--- src/verilog/timer_event_irq_pkg.sv ---
// Purpose: shared constants and carriers for the timer event/irq control slice
// Assumes: APB4 slave, 32-bit data, registers one per aligned word
// Notes: printed offsets are word indices; byte address is four times the index
`default_nettype none
package timer_event_irq_pkg;
  localparam int APB_AW = 12;
  // word indices
  localparam logic [7:0] IDX_CHMODE = 8'h06;
  localparam logic [7:0] IDX_DEBUG = 8'h08;
  localparam logic [7:0] IDX_EVENT_CONTROL = 8'h0a;
  localparam logic [7:0] IDX_IRQCLR = 8'h0c;
  localparam logic [7:0] IDX_IRQSET = 8'h0d;
  // channel mode fields
  localparam int CAPSEL_LSB = 4;
  localparam int INVSEL_LSB = 0;
  // debug field
  localparam int RUN_IN_DEBUG_HALT_BIT = 0;
  // event control fields
  localparam int CHEO_LSB = 12;
  localparam int WRAPEO_BIT = 8;
  localparam int EVIN_EN_BIT = 5;
  localparam int EVIN_INV_BIT = 4;
  localparam int EVENT_ACTION_LSB = 0;
  // irq enable layout; bits 2, 6 and 7 reserved
  localparam logic [7:0] IRQ_MASK_BITS = 8'h3b;
  // reset values
  localparam logic [1:0] CHMODE_RESET = 2'h0;
  localparam logic RUN_IN_DEBUG_HALT_RESET = 1'b0;
  localparam logic [7:0] IRQEN_RESET = 8'h00;
  // event action codes
  localparam logic [2:0] ACT_OFF = 3'h0;
  localparam logic [2:0] ACT_RETRIG = 3'h1;
  localparam logic [2:0] ACT_COUNT = 3'h2;
  localparam logic [2:0] ACT_START = 3'h3;
  localparam logic [2:0] ACT_PPW = 3'h5;
  localparam logic [2:0] ACT_PWP = 3'h6;

  typedef struct packed {
    logic [1:0] chanEo;
    logic wrapEo;
    logic inEnable;
    logic inInvert;
    logic [2:0] action;
  } event_control_type;

  localparam event_control_type EVENT_CONTROL_RESET = '0;

  typedef struct packed {
    logic retrigger;
    logic countStep;
    logic startOnly;
    logic [1:0] periodCapture;
    logic [1:0] widthCapture;
  } evaction_type;
endpackage
`default_nettype wire
--- src/verilog/timer_event_irq_control.sv ---
// Purpose: channel mode, debug, event and irq-enable registers of a 16-bit timer
// Assumes: counting engine, flags and sync logic sit outside on the same clock
// Notes: APB4 slave, zero wait states, registered read data
//
// Added by the designer: the APB register port.
`default_nettype none
module timer_event_irq_control
  import timer_event_irq_pkg::*;
#(
  parameter int CHANNELS = 2
)
(
  // clock, reset, enable
  input wire logic clk,
  input wire logic resetn,
  input wire logic ce,
  // apb slave
  input wire logic psel,
  input wire logic penable,
  input wire logic pwrite,
  input wire logic [APB_AW-1:0] paddr,
  input wire logic [31:0] pwdata,
  input wire logic [3:0] pstrb,
  output logic pready,
  output logic pslverr,
  output logic [31:0] prdata,
  // timer status from the counting engine
  input wire logic timerEnabled,
  input wire logic writeProtect,
  input wire logic softReset,
  input wire logic debugHalt,
  // hits and flags from the counting engine
  input wire logic [CHANNELS-1:0] channelHit,
  input wire logic wrapHit,
  input wire logic [7:0] irqFlags,
  input wire logic [CHANNELS-1:0] waveformRaw,
  // incoming event
  input wire logic eventIn,
  // to the counting engine
  output logic [CHANNELS-1:0] captureSelect,
  output logic timerRun,
  output evaction_type evAction,
  // pins and event outputs
  output logic [CHANNELS-1:0] waveformOutputPin,
  output logic [CHANNELS-1:0] channelEventOut,
  output logic wrapEventOut,
  output logic irqRequest
);

  function automatic logic hitIdx(input logic [APB_AW-1:0] a, input logic [7:0] i);
    hitIdx = (a[APB_AW-1:2] == {{(APB_AW-10){1'b0}}, i});
  endfunction

  function automatic logic [15:0] evImage(input event_control_type e);
    logic [15:0] v;
    v = 16'h0000;
    v[CHEO_LSB +: 2] = e.chanEo;
    v[WRAPEO_BIT] = e.wrapEo;
    v[EVIN_EN_BIT] = e.inEnable;
    v[EVIN_INV_BIT] = e.inInvert;
    v[EVENT_ACTION_LSB +: 3] = e.action;
    evImage = v;
  endfunction

  // register state
  logic [1:0] capSel_q;
  logic [1:0] invSel_q;
  logic run_in_debug_halt_q;
  event_control_type ev_q;
  event_control_type ev_d;
  logic [7:0] irqEn_q;
  logic [7:0] irqEn_d;
  logic [31:0] rdata_q;
  logic [31:0] rdata_d;

  // bus decode
  wire hitChMode = hitIdx(paddr, IDX_CHMODE);
  wire hitDebug = hitIdx(paddr, IDX_DEBUG);
  wire hitEv = hitIdx(paddr, IDX_EVENT_CONTROL);
  wire hitClr = hitIdx(paddr, IDX_IRQCLR);
  wire hitSet = hitIdx(paddr, IDX_IRQSET);
  wire mapped = hitChMode | hitDebug | hitEv | hitClr | hitSet;
  wire access = ce & psel & penable;
  wire wrAccess = access & pwrite & mapped;
  // protection drops the write but still completes the transfer
  wire wrOpen = wrAccess & ~writeProtect & ~softReset;
  wire wrChMode = wrOpen & hitChMode & pstrb[0];
  wire wrDebug = wrOpen & hitDebug & pstrb[0];
  wire wrEvLo = wrOpen & hitEv & pstrb[0];
  wire wrEvHi = wrOpen & hitEv & pstrb[1];
  wire wrClr = wrOpen & hitClr & pstrb[0];
  wire wrSet = wrOpen & hitSet & pstrb[0];
  wire [7:0] wrBits = pwdata[7:0] & IRQ_MASK_BITS;

  assign pready = ce;
  assign pslverr = psel & penable & ~mapped;
  assign prdata = rdata_q;

  // event control next value; action frozen while timerEnabled is high
  always_comb
  begin
    ev_d = ev_q;
    if (wrEvHi)
    begin
      ev_d.chanEo = pwdata[CHEO_LSB +: 2];
      ev_d.wrapEo = pwdata[WRAPEO_BIT];
    end
    if (wrEvLo)
    begin
      ev_d.inEnable = pwdata[EVIN_EN_BIT];
      ev_d.inInvert = pwdata[EVIN_INV_BIT];
      if (!timerEnabled)
      begin
        ev_d.action = pwdata[EVENT_ACTION_LSB +: 3];
      end
    end
    if (softReset)
    begin
      ev_d = EVENT_CONTROL_RESET;
    end
  end

  // one shared mask behind both addresses
  always_comb
  begin
    irqEn_d = irqEn_q;
    if (wrClr)
    begin
      irqEn_d = irqEn_q & ~wrBits;
    end
    if (wrSet)
    begin
      irqEn_d = irqEn_q | wrBits;
    end
    if (softReset)
    begin
      irqEn_d = IRQEN_RESET;
    end
  end

  // read data is captured in the setup phase so prdata is a flop
  always_comb
  begin
    rdata_d = 32'h0000_0000;
    if (hitChMode)
    begin
      rdata_d[CAPSEL_LSB +: 2] = capSel_q;
      rdata_d[INVSEL_LSB +: 2] = invSel_q;
    end
    if (hitDebug)
    begin
      rdata_d[RUN_IN_DEBUG_HALT_BIT] = run_in_debug_halt_q;
    end
    if (hitEv)
    begin
      rdata_d[15:0] = evImage(ev_q);
    end
    if (hitClr | hitSet)
    begin
      rdata_d[7:0] = irqEn_q;
    end
  end

  always_ff @(posedge clk or negedge resetn)
  begin
    if (!resetn)
    begin
      rdata_q <= 32'h0000_0000;
    end
    else if (ce && psel && !penable)
    begin
      rdata_q <= rdata_d;
    end
  end

  always_ff @(posedge clk or negedge resetn)
  begin
    if (!resetn)
    begin
      capSel_q <= CHMODE_RESET;
      invSel_q <= CHMODE_RESET;
    end
    else if (ce && softReset)
    begin
      capSel_q <= CHMODE_RESET;
      invSel_q <= CHMODE_RESET;
    end
    else if (wrChMode)
    begin
      capSel_q <= pwdata[CAPSEL_LSB +: 2];
      invSel_q <= pwdata[INVSEL_LSB +: 2];
    end
  end

  // debug run ignores the soft reset on purpose
  always_ff @(posedge clk or negedge resetn)
  begin
    if (!resetn)
    begin
      run_in_debug_halt_q <= RUN_IN_DEBUG_HALT_RESET;
    end
    else if (wrDebug)
    begin
      run_in_debug_halt_q <= pwdata[RUN_IN_DEBUG_HALT_BIT];
    end
  end

  always_ff @(posedge clk or negedge resetn)
  begin
    if (!resetn)
    begin
      ev_q <= EVENT_CONTROL_RESET;
      irqEn_q <= IRQEN_RESET;
    end
    else if (ce)
    begin
      ev_q <= ev_d;
      irqEn_q <= irqEn_d;
    end
  end

  assign captureSelect = capSel_q;
  assign irqRequest = |(irqFlags & irqEn_q);

  // outputs toward pins and event system
  always_ff @(posedge clk or negedge resetn)
  begin
    if (!resetn)
    begin
      waveformOutputPin <= '0;
      channelEventOut <= '0;
      wrapEventOut <= 1'b0;
      timerRun <= 1'b1;
    end
    else if (ce)
    begin
      waveformOutputPin <= waveformRaw ^ invSel_q;
      channelEventOut <= channelHit & ev_q.chanEo;
      wrapEventOut <= wrapHit & ev_q.wrapEo;
      timerRun <= ~(debugHalt & ~run_in_debug_halt_q);
    end
  end

  // incoming event handling
  logic evPrev_q;
  logic measPrev_q;
  wire measLevel = eventIn ^ ev_q.inInvert;
  wire evRise = eventIn & ~evPrev_q & ev_q.inEnable;
  wire measRise = measLevel & ~measPrev_q & ev_q.inEnable;
  wire measFall = ~measLevel & measPrev_q & ev_q.inEnable;
  wire isPpw = (ev_q.action == ACT_PPW);
  wire isPwp = (ev_q.action == ACT_PWP);
  evaction_type act_d;

  // reserved codes 4 and 7 behave as none
  always_comb
  begin
    act_d = '0;
    act_d.retrigger = evRise & (ev_q.action == ACT_RETRIG);
    act_d.countStep = evRise & (ev_q.action == ACT_COUNT);
    act_d.startOnly = evRise & (ev_q.action == ACT_START);
    act_d.periodCapture = {measRise & isPwp, measRise & isPpw};
    act_d.widthCapture = {measFall & isPpw, measFall & isPwp};
  end

  always_ff @(posedge clk or negedge resetn)
  begin
    if (!resetn)
    begin
      evPrev_q <= 1'b0;
      measPrev_q <= 1'b0;
      evAction <= '0;
    end
    else if (ce)
    begin
      evPrev_q <= eventIn;
      measPrev_q <= measLevel;
      evAction <= act_d;
    end
  end
endmodule
`default_nettype wire

--- config.mk ---
export PLATFORM = sky130hd
export DESIGN_NAME = timer_event_irq_control
export DESIGN_NICKNAME = d
export VERILOG_FILES = /design/src/verilog/timer_event_irq_pkg.sv /design/src/verilog/timer_event_irq_control.sv
export SDC_FILE = /design/constraint.sdc
export NUM_CORES = 1
export LEC_CHECK = 0
export BUFFER_PORTS_ARGS = -buffer_cell sky130_fd_sc_hd__buf_4
export CAP_MARGIN = 25
export CORE_UTILIZATION = 45
export DETAILED_ROUTE_END_ITERATION = 10
export GPL_TIMING_DRIVEN = 0
export PLACE_DENSITY_LB_ADDON = 0.3
export SLEW_MARGIN = 20
export SYNTH_ARGS = -nofsm -noshare
export SYNTH_HDL_FRONTEND = slang
export SYNTH_SLANG_ARGS = --single-unit
--- constraint.sdc ---
create_clock -name clk -period 1.9 [get_ports clk]
set_clock_uncertainty 0.2 [all_clocks]
set_input_delay 0.38 -clock clk [delete_from_list [all_inputs] [get_ports clk]]
set_output_delay 0.38 -clock clk [all_outputs]
set_load 0.01 [all_outputs]
==> metrics.md <==
| Metric | Value |
|---|---|
| Simple-gate share of the synthesized area | 19.9% |
| Number of synthesized flops with an enable pin | 0 |
| Worst-Margin Slew | approximately 0.55 ns |
| Number of global-route vias before repair | between 1,500 and 2,000 |
| CTS sink cnt | 43 |
| RSZ-0062 raised after global routing | yes |
| CTS tree | done |
| N_diodes | 0 |
| Clock slew at reported path FFs | roughly 0.080 ns |
| DRT Wirelength | ~5500 um |
| Ys flop type | dfrtp_1 |
| Port Buffers | 70 |
| Footprint of the multi-input gates | between 1000 and 1500 um^2 |
| Layout Utilization | between 60% and 70% |
| Library cells used by synthesis | 48 |
| Total gr overflow | 0 |
| Initial antenna violation count | 0 |
| Mux contribution to synthesized area | under 10% |
| Gr usage total | 21.4% |
| Via-to-Cell Ratio | roughly 5.0 |
| Relative slew slack | 63.6% |
| Worst skew pair latency | 0.30 ns |
| GPL Wtd Cong | around 0.88 |
| Crit Path Class | primary input to output pin |
| Xor and xnor fraction of the mapped netlist area | 1.16% |
| Largest net degree at the start of global routing | 44 |
| Worst Hold Class | primary input to register |
| Wire length per cell | about 14 um |
| First drt pass iteration count | 4 |
| Fillcell total | 407 |
| Seq/Total Area, Yosys | between 40% and 50% |
| Final Hold Fails | 0 |
| CP endpoint kind | output pin |
| CTS Buffer Depth | 2 |
| Starting density of the core | a little under half |
| Post-Synthesis Cells | ~230 |
| IR drop worst, VDD | just under 0.3 mV |
| Largest family of logic cells by synthesized area | simple AND/OR/NAND/NOR gates |
| Final setup viols | 1 |
| Cells after DPL | approximately 400 |
| Die Y | about 73 um |
| Register Area | between 1000 and 1500 um^2 |
| CTS Buf Count | 5 |
| Synth area leader | dfrtp_1 |
| Nets | slightly above 400 |
| Tcrit/Tclk final | 101% |
| Most frequent cells in the layout | buf_4, dfrtp_1, conb_1 |
| Ys Warns | 0 |
| Top-area cell type share of the netlist area | approximately 46% |
| Leakage power | between 0.0015 and 0.002 uW |
| Post-synth ARST share | 100% |
| Avg Synthesized Cell Area | between 9 and 10 um^2 |
| Min Tclk post-route | slightly below 2 ns |
| Die X | between 70 and 80 um |
| Crit-path max cell delay | ~0.55 ns |
| Site Rows | 25 |
| HPWL after DPL | between 4000 and 5000 um |
| Slowest-stage cell, CP | or4_4 |
| Final worst slack | -0.0258 ns |
| Layout area overhead | 39.9% |
| DRC viols | 0 |
| Critical path cell sequence | buf_8 > or4_4 > nor2_4 > a21oi_2 > buf_4 |
| Max Clock Freq | approximately 520 MHz |
| Status | finished, violations left |
| Syn Std Cell Area | about 2300 um^2 |
| Synth Area in Adders | 0% |
| Dominant cells by area after synthesis | dfrtp_1, buf_4, nand2_1 |
| Pre-CTS setup slack | -0.183 ns |
| Die area | ~5300 um^2 |
| Core area | around 4800 um^2 |
| Htree depth | 2 |
| Failing checks | setup timing |
| Drt initial violations | about 100 |
| Most common cell after layout, fill and taps aside | buf_4 |
| Vias | 2,016 |
| Max Cap Viol | 0 |
| Power Density | between 600 and 700 nW/um^2 |
| I/O pins | 122 |
| Fin cells | between 400 and 500 |
| Worst EP required | 1.32 ns |
| First-pass GRT wire length | ~8500 um |
| WP data arrival | roughly 1.4 ns |
| CP max FO | 2 |
| Register bit total from synthesis | 43 |
| Max Slew Vio Count | 0 |
| Compound-Gate Fraction of Synth Area | between 10% and 20% |
| Post-DRT Antenna Nets | 0 |
| Startpoint types | primary input |
| Layout cell share with drive strength beyond 1 | between 30 and 40% |
| Clock root buffer | clkbuf_8 |
[synth_stat cells (6+ instances only)]
master    number
dfrtp_1       42
buf_4         23
nand2_1       20
inv_1         17
nand3_1       11
a21oi_1        9
nor2_1         9
o21ai_0        9
a22o_1         8
o22ai_1        7
mux2i_1        6
nand2b_1       6
o21ai_1        6
[registers in the layout, summed over array words and instances (netlist names)]
name	count
prdata	10
ev_q	8
evAction	7
irqEn_q	5
captureSelect	2
channelEventOut	2
invSel_q	2
waveformOutputPin	2
evPrev_q	1
measPrev_q	1
run_in_debug_halt_q	1
timerRun	1
wrapEventOut	1
[worst paths after layout]
check | startpoint | endpoint | slack, ns | depth (start not counted)
setup reg to reg | ev_q[0] | prdata[0] | 0.51 | 3
min in group asynchronous | resetn | evAction[3] | 0.41 | 2
hold reg to reg | prdata[3] | prdata[3] | 0.29 | 2
setup / recovery | paddr[11] | pslverr | -0.03 | 5
hold / removal | debugHalt | timerRun | 0.03 | 2
max in group asynchronous | resetn | prdata[3] | 0.71 | 2
[routing by layer]
metal  global-route usage [%]  vias to the layer above  part of all wire [%]
li1                         -                      987                     -
met3                     4.56                       11                   6.0
met5                        0                        -                     0
met2                     34.9                       79                    49
met4                     8.93                        0                   1.9
met1                     27.6                      939                    43
[report_power, final]
group          internal (uW)  switching, uW
sequential               925           5.40
clock                    525            314
combinational            128            130
total                   1580            450
[logic make-up after synthesis]
kind of cell	after synthesis
simple gates	77
compound gates	54
buf+inv	46
flops	43
mux	8
xor+xnor	3
other cells	1
[cell type report]
cell class | instances | share of cell area (%)
clock inverter | 2 | 1.89
buffer | 29 | 6.42
multi-input combinational | 163 | 32.7
inverter | 17 | 2.01
clock buffer | 6 | 2.28
tap | 67 | 2.64
sequential | 43 | 33.9
timing repair buffer | 74 | 18.1
[metrics by stage]
stage	cell area, um^2	power [uW]	hold slack, ns	TNS, ns
5_1_grt	3180	2100	0.0263	-0.0996
3_5_place_dp	2960	1190	0.201	-1.92
4_1_cts	3140	2030	0.0271	-0.0346
3_3_place_gp	2960	1190	0.199	-1.85
6_report	3180	2030	0.0310	-0.0258
2_1_floorplan	2350	1060	-0.116	0
[what timing repair did]
item	in CTS	in global routing
buffers inserted	2	1
endpoints found under the hold margin	42	0
pin swaps	3	4
resized for setup	9	7
hold buffers	1	0
endpoints found under the setup margin	1	3
[worst max-delay path, delay by kind of cell]
family	cells	cell delay, ns
AOI/OAI and AO/OA	1	0.06
buffers and inverters	2	0.24
and+or+nand+nor	2	0.66
(Power assumes the default switching activity.)
